<file path="src/verilog/diag_pkg.sv">
// Constants for the diagnostic blanking and flag latch block.
// Summary of operation
// - Sensor drive runs at one of four frequencies chosen by a register.
// - Ten-bit I and Q samples accumulate into sixteen-bit readable values.
// - Monitor inputs are synchronised to mclk and filtered against spikes.
// - A blanked monitor flags only after staying asserted for the blanking count.
// - Every blanked monitor has its own up/down qualification counter.
// - Qualification counters step once per transmitter sine period.
// - Blanked status bits stay set until the status word is read.
// - Read code 0x2B returns the blanking count register.
// - Signature check starts after memory reset, power-on and divider update.
// - Signature mismatch latches the signature-fail bit until the next check.
// - Missing or invalid external clock sets the missing-clock bit.
// - Main sensor multiplexer is open while a pin short test runs.
// - Host picks the short test pin pair through the pin select register.
// - Comparator reporting too low pin resistance sets the pin-short flag.
// - Window comparators out of range set their voltage status flags.
// - Driver overcurrent comparators set sense or shield overcurrent flags.
// - Bit 4 of each command byte marks a write, clear marks a read.
// - Read code 0x02 returns the status word with all flags.
package diag_pkg;
  localparam int          DATA_W      = 16;
  localparam int          WR_BIT      = 4;
  localparam logic [7:0]  RD_STATUS   = 8'h02;
  localparam logic [7:0]  RD_I_DATA   = 8'h03;
  localparam logic [7:0]  RD_Q_DATA   = 8'h04;
  localparam logic [7:0]  RD_DIVIDER  = 8'h20;
  localparam logic [7:0]  RD_DRIVE_FREQUENCY_SELECT     = 8'h27;
  localparam logic [7:0]  RD_BLANK    = 8'h2B;
  localparam logic [7:0]  RD_PINSEL   = 8'h2C;
  localparam logic [15:0] BLANK_RESET = 16'h0004;
  localparam logic [15:0] PINSEL_RESET = 16'h0000;
  localparam logic [2:0]  DIV_RESET   = 3'h0;
  localparam logic [1:0]  DRIVE_FREQUENCY_SELECT_RESET  = 2'h0;
  // Pin select layout: plus pin, minus pin, test enable.
  localparam int          PLUS_LSB    = 0;
  localparam int          MINUS_LSB   = 4;
  localparam int          PIN_W       = 4;
  localparam int          TEST_EN_BIT = 8;
  // Status word bit positions.
  localparam int          ST_DIV_LSB  = 13;
  localparam int          ST_SIG      = 12;
  localparam int          ST_SHORT    = 11;
  localparam int          ST_REG      = 9;
  localparam int          ST_MISSING_CLOCK_FLAG     = 1;
  localparam int          N_MON       = 8;
  // Blanked monitors: filter, shield oc, sense oc, sense drive, shield drive, I, Q, buffer.
  localparam int          MON_BIT [N_MON] = '{10, 8, 7, 5, 4, 3, 2, 0};
  // Drive periods per frequency code and the mclk period.
  localparam int          MCLK_NS     = 40;
  localparam int          PERIOD_NS [4] = '{22000, 14000, 10000, 8000};
  localparam int          HALF_0      = PERIOD_NS[0] / MCLK_NS / 2;
  localparam int          HALF_1      = PERIOD_NS[1] / MCLK_NS / 2;
  localparam int          HALF_2      = PERIOD_NS[2] / MCLK_NS / 2;
  localparam int          HALF_3      = PERIOD_NS[3] / MCLK_NS / 2;
endpackage : diag_pkg

</file>
<file path="src/verilog/diag_supervisor.sv">
// Diagnostic supervisor: blanking counters, status flag latch and register port.
`timescale 1ns/1ns
module diag_supervisor (
  input  wire logic                     mclk,
  input  wire logic                     rst_b,
  input  wire logic                     cmd_valid,
  input  wire logic [7:0]               cmd_code,
  input  wire logic [diag_pkg::DATA_W-1:0] cmd_wdata,
  output logic      [diag_pkg::DATA_W-1:0] rd_data,
  output logic                          rd_valid,
  input  wire logic [diag_pkg::N_MON-1:0] monitor_in,
  input  wire logic                     regulator_fail_in,
  input  wire logic                     pin_short_in,
  input  wire logic                     clock_invalid_in,
  input  wire logic                     mem_reset_pulse,
  input  wire logic                     sig_done,
  input  wire logic                     sig_match,
  input  wire logic                     adc_valid,
  input  wire logic                     adc_q_sel,
  input  wire logic [9:0]               adc_sample,
  output logic                          sig_check_start,
  output logic                          drive_wave,
  output logic                          sine_tick,
  output logic                          main_mux_open,
  output logic [diag_pkg::PIN_W-1:0]    diag_mux_plus,
  output logic [diag_pkg::PIN_W-1:0]    diag_mux_minus
);
  import diag_pkg::*;

  logic              rst_q1;
  logic              rst_n;
  logic [15:0]       diag_blanking_count;
  logic [15:0]       short_test_pin_select;
  logic [2:0]        clock_divider_setting;
  logic [1:0]        drive_frequency_select;
  logic [15:0]       status_flags;
  logic [15:0]       i_acc;
  logic [15:0]       q_acc;
  logic [8:0]        half_cnt;
  logic [8:0]        half_lim;
  logic [N_MON-1:0]  mon_s1;
  logic [N_MON-1:0]  mon_s2;
  logic [2:0]        lone_s1;
  logic [2:0]        lone_s2;
  logic [N_MON-1:0]  qualified;
  logic [15:0]       set_vec;
  logic              is_write;
  logic              wr_blank;
  logic              wr_pinsel;
  logic              wr_div;
  logic              wr_drive_frequency_select;
  logic              rd_status;
  logic              rd_i;
  logic              rd_q;
  logic              next_sig_start;
  logic [15:0]       next_rd_data;

  // Reset is released through two flops; everything else uses rst_n.
  always_ff @(posedge mclk or negedge rst_b) begin
    if (!rst_b) begin
      rst_q1 <= 1'b0;
      rst_n  <= 1'b0;
    end else begin
      rst_q1 <= 1'b1;
      rst_n  <= rst_q1;
    end
  end

  // Command decode.
  assign is_write  = cmd_valid && cmd_code[WR_BIT];
  assign wr_blank  = is_write && (cmd_code == (RD_BLANK | 8'h10));
  assign wr_pinsel = is_write && (cmd_code == (RD_PINSEL | 8'h10));
  assign wr_div    = is_write && (cmd_code == (RD_DIVIDER | 8'h10));
  assign wr_drive_frequency_select   = is_write && (cmd_code == (RD_DRIVE_FREQUENCY_SELECT | 8'h10));
  assign rd_status = cmd_valid && (cmd_code == RD_STATUS);
  assign rd_i      = cmd_valid && (cmd_code == RD_I_DATA);
  assign rd_q      = cmd_valid && (cmd_code == RD_Q_DATA);

  always_ff @(posedge mclk or negedge rst_n) begin
    if (!rst_n) begin
      diag_blanking_count    <= BLANK_RESET;
      short_test_pin_select  <= PINSEL_RESET;
      clock_divider_setting  <= DIV_RESET;
      drive_frequency_select <= DRIVE_FREQUENCY_SELECT_RESET;
    end else begin
      if (wr_blank) begin
        diag_blanking_count <= cmd_wdata;
      end
      if (wr_pinsel) begin
        short_test_pin_select <= cmd_wdata;
      end
      if (wr_div) begin
        clock_divider_setting <= cmd_wdata[2:0];
      end
      if (wr_drive_frequency_select) begin
        drive_frequency_select <= cmd_wdata[1:0];
      end
    end
  end

  // Pin short test routing; the main mux is held open for the whole test.
  always_ff @(posedge mclk or negedge rst_n) begin
    if (!rst_n) begin
      main_mux_open  <= 1'b0;
      diag_mux_plus  <= '0;
      diag_mux_minus <= '0;
    end else begin
      main_mux_open  <= short_test_pin_select[TEST_EN_BIT];
      diag_mux_plus  <= short_test_pin_select[PLUS_LSB +: PIN_W];
      diag_mux_minus <= short_test_pin_select[MINUS_LSB +: PIN_W];
    end
  end

  // Drive divider: wave toggles every half period, tick on each rising edge.
  always_comb begin
    case (drive_frequency_select)
      2'd0:    half_lim = 9'(HALF_0 - 1);
      2'd1:    half_lim = 9'(HALF_1 - 1);
      2'd2:    half_lim = 9'(HALF_2 - 1);
      default: half_lim = 9'(HALF_3 - 1);
    endcase
  end

  always_ff @(posedge mclk or negedge rst_n) begin
    if (!rst_n) begin
      half_cnt   <= '0;
      drive_wave <= 1'b0;
      sine_tick  <= 1'b0;
    end else begin
      sine_tick <= 1'b0;
      if (half_cnt >= half_lim) begin
        half_cnt   <= '0;
        drive_wave <= !drive_wave;
        sine_tick  <= !drive_wave;
      end else begin
        half_cnt <= half_cnt + 9'd1;
      end
    end
  end

  // Two-flop synchronisers; only the second stage is looked at.
  always_ff @(posedge mclk or negedge rst_n) begin
    if (!rst_n) begin
      mon_s1  <= '0;
      mon_s2  <= '0;
      lone_s1 <= '0;
      lone_s2 <= '0;
    end else begin
      mon_s1  <= monitor_in;
      mon_s2  <= mon_s1;
      lone_s1 <= {regulator_fail_in, pin_short_in, clock_invalid_in};
      lone_s2 <= lone_s1;
    end
  end

  // One up/down counter per blanked monitor, stepped on the sine tick.
  for (genvar m = 0; m < N_MON; m++) begin : g_qual
    logic [15:0] cnt;
    always_ff @(posedge mclk or negedge rst_n) begin
      if (!rst_n) begin
        cnt <= '0;
      end else if (sine_tick) begin
        if (mon_s2[m]) begin
          if (cnt < diag_blanking_count) begin
            cnt <= cnt + 16'd1;
          end
        end else if (cnt != 16'd0) begin
          cnt <= cnt - 16'd1;
        end
      end
    end
    // A spike shorter than the blanking count never reaches the flag.
    assign qualified[m] = mon_s2[m] && (cnt >= diag_blanking_count);
  end

  // Events that set status bits this cycle.
  always_comb begin
    set_vec = '0;
    for (int m = 0; m < N_MON; m++) begin
      set_vec[MON_BIT[m]] = qualified[m];
    end
    set_vec[ST_REG]   = lone_s2[2];
    set_vec[ST_SHORT] = lone_s2[1];
    set_vec[ST_MISSING_CLOCK_FLAG]  = lone_s2[0];
  end

  // Power-on is treated as one more check request, so the first check runs after reset.
  logic power_pending;
  assign next_sig_start = mem_reset_pulse || wr_div || power_pending;

  always_ff @(posedge mclk or negedge rst_n) begin
    if (!rst_n) begin
      power_pending   <= 1'b1;
      sig_check_start <= 1'b0;
    end else begin
      power_pending   <= 1'b0;
      sig_check_start <= next_sig_start;
    end
  end

  // Flag latch: set wins over the read clear; signature bit has its own clear.
  always_ff @(posedge mclk or negedge rst_n) begin
    if (!rst_n) begin
      status_flags <= '0;
    end else begin
      for (int b = 0; b < 16; b++) begin
        if (b == ST_SIG) begin
          if (sig_done && !sig_match) begin
            status_flags[b] <= 1'b1;
          end else if (next_sig_start) begin
            status_flags[b] <= 1'b0;
          end
        end else if (set_vec[b]) begin
          status_flags[b] <= 1'b1;
        end else if (rd_status) begin
          status_flags[b] <= 1'b0;
        end
      end
    end
  end

  // Accumulators clear when read; a sample in the same cycle starts the new sum.
  always_ff @(posedge mclk or negedge rst_n) begin
    if (!rst_n) begin
      i_acc <= '0;
      q_acc <= '0;
    end else begin
      if (adc_valid && !adc_q_sel) begin
        i_acc <= (rd_i ? 16'd0 : i_acc) + {6'd0, adc_sample};
      end else if (rd_i) begin
        i_acc <= '0;
      end
      if (adc_valid && adc_q_sel) begin
        q_acc <= (rd_q ? 16'd0 : q_acc) + {6'd0, adc_sample};
      end else if (rd_q) begin
        q_acc <= '0;
      end
    end
  end

  // Read data; the divider field of the status word is live.
  always_comb begin
    next_rd_data = '0;
    if (cmd_code == RD_STATUS) begin
      next_rd_data = status_flags;
      next_rd_data[ST_DIV_LSB +: 3] = clock_divider_setting;
    end else if (cmd_code == RD_BLANK) begin
      next_rd_data = diag_blanking_count;
    end else if (cmd_code == RD_PINSEL) begin
      next_rd_data = short_test_pin_select;
    end else if (cmd_code == RD_DIVIDER) begin
      next_rd_data = {13'd0, clock_divider_setting};
    end else if (cmd_code == RD_DRIVE_FREQUENCY_SELECT) begin
      next_rd_data = {14'd0, drive_frequency_select};
    end else if (cmd_code == RD_I_DATA) begin
      next_rd_data = i_acc;
    end else if (cmd_code == RD_Q_DATA) begin
      next_rd_data = q_acc;
    end
  end

  always_ff @(posedge mclk or negedge rst_n) begin
    if (!rst_n) begin
      rd_valid <= 1'b0;
      rd_data  <= '0;
    end else begin
      rd_valid <= cmd_valid && !cmd_code[WR_BIT];
      if (cmd_valid && !cmd_code[WR_BIT]) begin
        rd_data <= next_rd_data;
      end
    end
  end

  // Helper: cycles since last tick, to check the drive period.
  logic [9:0] tick_gap;
  logic       gap_ok;
  always_ff @(posedge mclk or negedge rst_n) begin
    if (!rst_n) begin
      tick_gap <= '0;
      gap_ok   <= 1'b0;
    end else begin
      tick_gap <= sine_tick ? 10'd1 : tick_gap + 10'd1;
      gap_ok   <= sine_tick ? 1'b1 : (gap_ok && !wr_drive_frequency_select);
    end
  end

  blank_read_a: assert property (@(posedge mclk) disable iff (!rst_n)
    cmd_valid && cmd_code == RD_BLANK |=> rd_valid && rd_data == $past(diag_blanking_count))
    else $error("blanking count read returned wrong value");
  status_read_a: assert property (@(posedge mclk) disable iff (!rst_n)
    rd_status |=> rd_valid && rd_data[ST_SHORT] == $past(status_flags[ST_SHORT]))
    else $error("status read returned wrong flag");
  flag_hold_a: assert property (@(posedge mclk) disable iff (!rst_n)
    status_flags[MON_BIT[0]] && !rd_status |=> status_flags[MON_BIT[0]])
    else $error("blanked flag dropped without a status read");
  qual_flag_a: assert property (@(posedge mclk) disable iff (!rst_n)
    qualified[0] |=> status_flags[MON_BIT[0]])
    else $error("qualified fault did not set its flag");
  read_keep_a: assert property (@(posedge mclk) disable iff (!rst_n)
    rd_status && qualified[1] |=> status_flags[MON_BIT[1]])
    else $error("qualified flag cleared by status read");
  cnt_step_a: assert property (@(posedge mclk) disable iff (!rst_n)
    !sine_tick |=> $stable(g_qual[0].cnt))
    else $error("qualification counter moved without a tick");
  tick_period_a: assert property (@(posedge mclk) disable iff (!rst_n)
    sine_tick && gap_ok && $stable(drive_frequency_select)
      |-> tick_gap == 10'(2 * (32'(half_lim) + 1)))
    else $error("drive tick period wrong");
  sig_latch_a: assert property (@(posedge mclk) disable iff (!rst_n)
    sig_done && !sig_match |=> status_flags[ST_SIG] [*2] or ##1 sig_check_start)
    else $error("signature failure not latched");
  div_start_a: assert property (@(posedge mclk) disable iff (!rst_n)
    wr_div |=> sig_check_start)
    else $error("divider update did not start signature check");
  mux_open_a: assert property (@(posedge mclk) disable iff (!rst_n)
    wr_pinsel |=> ##1 main_mux_open == $past(cmd_wdata[TEST_EN_BIT], 2))
    else $error("main mux open does not follow short test enable");
  short_flag_a: assert property (@(posedge mclk) disable iff (!rst_n)
    lone_s2[1] |=> status_flags[ST_SHORT])
    else $error("pin short not flagged");
endmodule : diag_supervisor

</file>
<file path="config.mk">
export PLATFORM = sky130hd
export DESIGN_NAME = diag_supervisor
export DESIGN_NICKNAME = d
export VERILOG_FILES = /design/src/verilog/diag_pkg.sv /design/src/verilog/diag_supervisor.sv
export SDC_FILE = /design/constraint.sdc
export NUM_CORES = 1
export LEC_CHECK = 0
export BUFFER_PORTS_ARGS = -buffer_cell sky130_fd_sc_hd__clkbuf_2
export CAP_MARGIN = 5
export CELL_PAD_IN_SITES_DETAIL_PLACEMENT = 0
export CELL_PAD_IN_SITES_GLOBAL_PLACEMENT = 1
export CORE_MARGIN = 4
export CORE_UTILIZATION = 24
export CTS_CLUSTER_DIAMETER = 40
export DETAILED_ROUTE_END_ITERATION = 7
export GPL_TIMING_DRIVEN = 1
export PLACE_DENSITY = 0.49
export SLEW_MARGIN = 10
export SYNTH_ARGS = -nofsm -noshare
export SYNTH_HDL_FRONTEND = slang
export SYNTH_SLANG_ARGS = --single-unit
</file>
<file path="constraint.sdc">
create_clock -name mclk -period 7.43 [get_ports mclk]
set_input_delay 0.743 -clock mclk [delete_from_list [all_inputs] [get_ports mclk]]
set_output_delay 0.743 -clock mclk [all_outputs]
set_load 0.02 [all_outputs]
</file>
### Word level (Yosys, flattened, before mapping)

Index checks and enable logic that the tools add are counted.

| storage, ports and cells | value |
|---|---|
| flip-flop bits (word level) | 272 |
| ROM bits | 0 |
| memories kept | 0 |
| latch bits | 0 |
| logic and storage cells | 214 |
| bits in writable memories | 0 |
| input port bits | 53 |

| operators by class | value |
|---|---|
| $mul | 0 |
| divide/modulo/power cells | 0 |
| reduce and logical (&&, ||, !) cells | 63 |
| add/sub/neg operators | 19 |
| eq/ne operators | 21 |
| bitwise gates (word level) | 0 |
| $lt $le $gt $ge | 17 |
| mux-type cells | 52 |
| shifts and indexed selects | 0 |

Operators with widths:

| cell | count |
|---|---|
| $mux 16 | 35 |
| $add 16x1->16 const B | 8 |
| $ge 16x16->1 | 8 |
| $lt 16x16->1 | 8 |
| $reduce_bool 16->1 | 8 |
| $sub 16x1->16 const B | 8 |
| $eq 8x6->1 const B | 8 |
| $reduce_bool 2->1 | 20 |
| $add 16x10->16 | 2 |
| $pmux 9 s3 | 1 |
| $reduce_and 3->1 | 8 |
| $logic_and 1x1->1 | 20 |
| $eq 8x2->1 const B | 2 |
| $ne 2x1->1 const B | 8 |
| $mux 1 | 15 |
| $add 9x1->9 const B | 1 |
| $ge 9x9->1 | 1 |
| $mux 9 | 1 |
| $eq 8x3->1 const B | 1 |
| $logic_not 1->1 | 4 |
| $eq 2x1->1 const B | 1 |
| $eq 2x2->1 const B | 1 |
| $logic_not 2->1 | 1 |
| $logic_or 1x1->1 | 2 |

### Longest topological paths before layout

| depth | value |
|---|---|
| depth in word-level cells | 8 |
| mapped depth | 14 |
| depth with buffers taken out | 14 |

### Worst setup path after synthesis

Ideal clock, no wire load.

| path | value |
|---|---|
| kind | input to register |
| start point | in cmd_code[5] |
| end point | reg i_acc[15] |
| setup time | 0.119 ns |
| arrival | 3.800 ns |
| slack | 3.512 ns |
| cell stages on the path | 13 |
| path buffers | 1 |
| cells stage by stage | or4_4 > buf_6 > nor4_4 > nand2_2 > and2_1 > ha_1 > a21o_1 > a21oi_1 > o21bai_1 > a2111o_1 > a31oi_1 > nor3_1 > o21a_1 |

| on the way | value |
|---|---|
| cells in the longest elaborated chain, start to end | 5 |

Ends and longest elaborated chain:

| item | line | RTL |
|---|---|---|
| from (decl) | diag_supervisor.sv:7 | `input wire logic [7:0] cmd_code,` |
| $eq 8x2->1 * | diag_supervisor.sv:76 | `assign rd_i = cmd_valid && (cmd_code == RD_I_DATA);` |
| $logic_and 1x1->1 * | diag_supervisor.sv:76 |  |
| $mux 16 * | - |  |
| $add 16x10->16 | diag_supervisor.sv:229 | `i_acc <= (rd_i ? 16'd0 : i_acc) + {6'd0, adc_sample};` |
| $mux 16 * | diag_supervisor.sv:228 | `if (adc_valid && !adc_q_sel) begin` |
| to (signal assigned) | diag_supervisor.sv:229 |  |
| to (decl) | diag_supervisor.sv:37 | `logic [15:0] i_acc;` |

Mark *: on every way between the ends. The rest lies on a longest branch, timed or not.
A chain may end at the register's enable or synchronous reset.

### Final worst setup path

| path | value |
|---|---|
| start point | in cmd_code[5] |
| end point | reg i_acc[12] |

The elaborated chain is that of the path after synthesis.

==> results.md <==
### Clock tree
• 610 ps — worst-skew pair later-pin latency
• 272 — TritonCTS Sinks
• 3 — maximum buffer depth of the clock tree
• 40 ps — clock transition at the registers of the reported paths
• 0 — count of buffers added by post-CTS timing repair for setup
• sky130_fd_sc_hd__clkbuf_16 — cell chosen for the clock root
• 77 — total CTS buffers
• yes — clock tree from TritonCTS
• 3 — number of H-tree levels

### Global route
• 16,700 — number of global-route vias before repair
• 97,700 um — wire length of the first global-routing pass
• 145 — maximum number of pins on one net before global-route repair
• 0 — number of antenna violations at the first check in global routing
• 0 — Remaining Overflow, GRT
• 14.3% — Overall Global Routing Usage

### Timing
• 0 — final hold violation count
• 224 MHz — achievable frequency
• 0 — number of endpoints failing setup at the final stage
• 26.1 ps — Worst Skew
• 0 ps — setup TNS
• 239 ps — smallest hold slack
• false — unrepaired setup endpoints after global routing
• 28.1% — headroom to the max-slew limit
• 0 — fin. max-slew vios
• 4470 ps — time the final worst path needs with I/O delays and setup
• 1080 ps — actual transition at the worst max-transition pin
• 60.1% — final cycle utilization of the critical path

### Finish
• 21.2% — area added between synthesis and finish
• 24,100 um^2 — design area
• 12,500 um^2 — multi-input gate area in the final layout
• 13.9% — share of final-layout standard cells stronger than drive strength 1
• 2,554 — post-layout net count
• 8,571 — fillers
• 0 — number of antenna cells inserted
• 6810 um^2 — sequential cell area

### Routing
• 4.87 — Via density
• 0 — remaining antenna violation count
• 7 — number of detailed-route iterations in the first pass
• 16,300 — via count
• 18.6 um — average wire per standard cell
• 830 — initial drt markers
• 62,200 um — overall routed net length
• 0 — final routed DRC violation total

### Yosys
• sky130_fd_sc_hd__dfrtp_1, sky130_fd_sc_hd__ha_1, sky130_fd_sc_hd__o21ai_0 — top post-synthesis cells by area
• 34.0% — fraction of synthesized cell area taken by the top area cell type
• 272 — Seq cells post-synth
• 100% — share of synthesized flip-flops with an asynchronous set or reset
• sky130_fd_sc_hd__dfrtp_1 — post-synth top area cell
• sky130_fd_sc_hd__ha_1 — cell with the most instances after synthesis
• 34.3% — sequential fraction of the synthesis area
• 83 — count of unique library cells instantiated by Yosys
• 2,429 — synthesized net count
• 9.50 um^2 — average instance area after synthesis
• 0 — number of warnings issued by yosys
• 0 — number of enable flip-flop cells after synthesis
• 19,900 um^2 — area of the mapped netlist
• sky130_fd_sc_hd__ha_1, sky130_fd_sc_hd__dfrtp_1, sky130_fd_sc_hd__nand2_1, sky130_fd_sc_hd__o21ai_0, sky130_fd_sc_hd__a21oi_1 — top cells by instance count after synthesis
• 2,092 — number of instances in the synthesized netlist
• sky130_fd_sc_hd__dfrtp_1 — most used flip-flop cell after synthesis

### Critical path
• 760 ps — maximum cell stage delay along the critical path
• 7950 ps — critical path data required time
• simple AND/OR/NAND/NOR gates — cell class contributing the biggest share of worst-path delay
• 9 — path depth of the worst reg2reg path
• in2reg — kind of critical path
• input pin — type of origin of the critical path
• 4990 ps — worst endpoint data arrival time
• mon_s2[3]$_DFF_PN0_ — worst reg2reg startpoint
• 3850 ps — internal reg-to-reg setup slack
• sky130_fd_sc_hd__nor4_4 — slowest cell on the critical path
• 18 — CP max FO
• 1 — Buf+Inv Stages, Crit Path
• clkbuf_2 -> or4_4 -> nor4_4 -> nand2_2 -> and2_1 -> ha_1 -> fa_1 -> a21o_1 -> a21oi_1 -> o21bai_1 -> a21oi_1 -> o21ai_0 -> and3_1 -> o21ai_0 — sequence of cells on the critical path
• g_qual[3].cnt[15]$_DFFE_PN0P_ — worst r2r dst
• flop — endpoint class of the critical path

### Die
• 87,500 um^2 — die area
• 24.2% — starting density of the core
• 105 — Core Rows
• 296 um — Die Span Y
• 296 um — overall die width
• 82,100 um^2 — area inside the core boundary
• 82 — # IOs

### Power
• 406 nW/um^2 — total power divided by cell area
• 11.3 nW — leakage component of the power
• 9.77 mW — Final Power
• 183 uV — maximum ir drop on the vdd rail

### Min path
• monitor_in[1] — worst hold start
• in2reg — Hold Path Class
• mon_s1[1]$_DFF_PN0_ — endpoint of the worst hold path
• 1 — number of cells on the worst hold path

### Placed design
• 81 — Port-buffer cells
• 0.804 — RePlAce Congestion
• 21,500 um^2 — DP Area
• 44,200 um — placed wire-length estimate after detailed placement

### Status
• finished, final reports clean — run status

### Run
• 0 — maxcap violations

==> sequential cells by signal (all words and copies together) (netlist names), 2 cells and up <==
register                count
drive_frequency_select      2
diag_blanking_count        16
clock_divider_setting       3
mon_s2                      8
half_cnt                    9
lone_s2                     3
mon_s1                      8
g_qual.cnt                128
short_test_pin_select      16
rd_data                    16
status_flags               12
lone_s1                     3
diag_mux_plus               4
q_acc                      16
i_acc                      16
diag_mux_minus              4
==> cells by family after synthesis <==
group	share of synthesized area, %
AOI/OAI and AO/OA	20.4
and+or+nand+nor	13.5
adders and majority gates	18.3
DFF	34.3
buffers and inverters	2.81
xor gates and xnor gates	5.64
muxes	5.08
other	0.0378
==> cell usage in the layout (no fill, tap or decap), types with 69 or more instances in the layout <==
cell type                   count
sky130_fd_sc_hd__a21o_1        78
sky130_fd_sc_hd__a21oi_1      158
sky130_fd_sc_hd__inv_1         86
sky130_fd_sc_hd__nand2_1      195
sky130_fd_sc_hd__dfrtp_1      269
sky130_fd_sc_hd__clkbuf_2      81
sky130_fd_sc_hd__nor2_1        93
sky130_fd_sc_hd__mux2_2        73
sky130_fd_sc_hd__xnor2_1       69
sky130_fd_sc_hd__o21ai_0      182
sky130_fd_sc_hd__ha_1         274
sky130_fd_sc_hd__clkbuf_16     77
==> routing by layer <==
| metal | track usage (%) | vias to the layer above | routed length (um) |
|---|---|---|---|
| met5 | 0 | - | 0 |
| met4 | 5.44 | 0 | 1900 |
| met3 | 2.57 | 94 | 2610 |
| met2 | 23.5 | 270 | 28600 |
| met1 | 18.8 | 7879 | 29100 |
| li1 | - | 8048 | - |
==> worst max path at each step <==
stage                          startpoint                              endpoint  cells after the start  slack (ps)
after floorplan           rst_n$_DFF_PN0_  clock_divider_setting[0]$_DFFE_PN0P_                      0        2970
after detailed placement      cmd_code[5]                   i_acc[15]$_DFF_PN0_                     13        2370
after CTS                     cmd_code[5]                   i_acc[13]$_DFF_PN0_                     13        2990
final                         cmd_code[5]                   i_acc[12]$_DFF_PN0_                     14        2960
after global routing          cmd_code[5]                   i_acc[12]$_DFF_PN0_                     14        2580
after global placement        cmd_code[5]                   i_acc[15]$_DFF_PN0_                     13        2400
==> metrics by stage <==
stage	utilization, %	setup slack (ps)	std cells
finish	29.3	2960	3348
global route	29.3	2580	3348
CTS	29.3	2990	3348
detailed placement	26.2	2370	3207
global placement	26.2	2400	3207
floorplan	-	2970	2092
==> power by group <==
group          total [mW]  switching, mW  internal [mW]
clock                3.25           1.05           2.19
combinational        3.94           2.14           1.80
sequential           2.59          0.636           1.95
==> timing repair <==
item / CTS / global route
endpoints found under the hold margin: 2 / 0
gates resized for setup: 0 / 0
hold buffers: 1 / 0
==> area by class of cell <==
type / count / share of cell area [%]
multi-input cells: 1689 / 52.0
clock inverters: 34 / 1.67
well taps: 1070 / 5.56
repair buffers: 91 / 2.06
flip-flops and latches: 272 / 28.3
inverters: 86 / 1.34
clock buffers: 106 / 9.07
(Power assumes the default switching activity.)
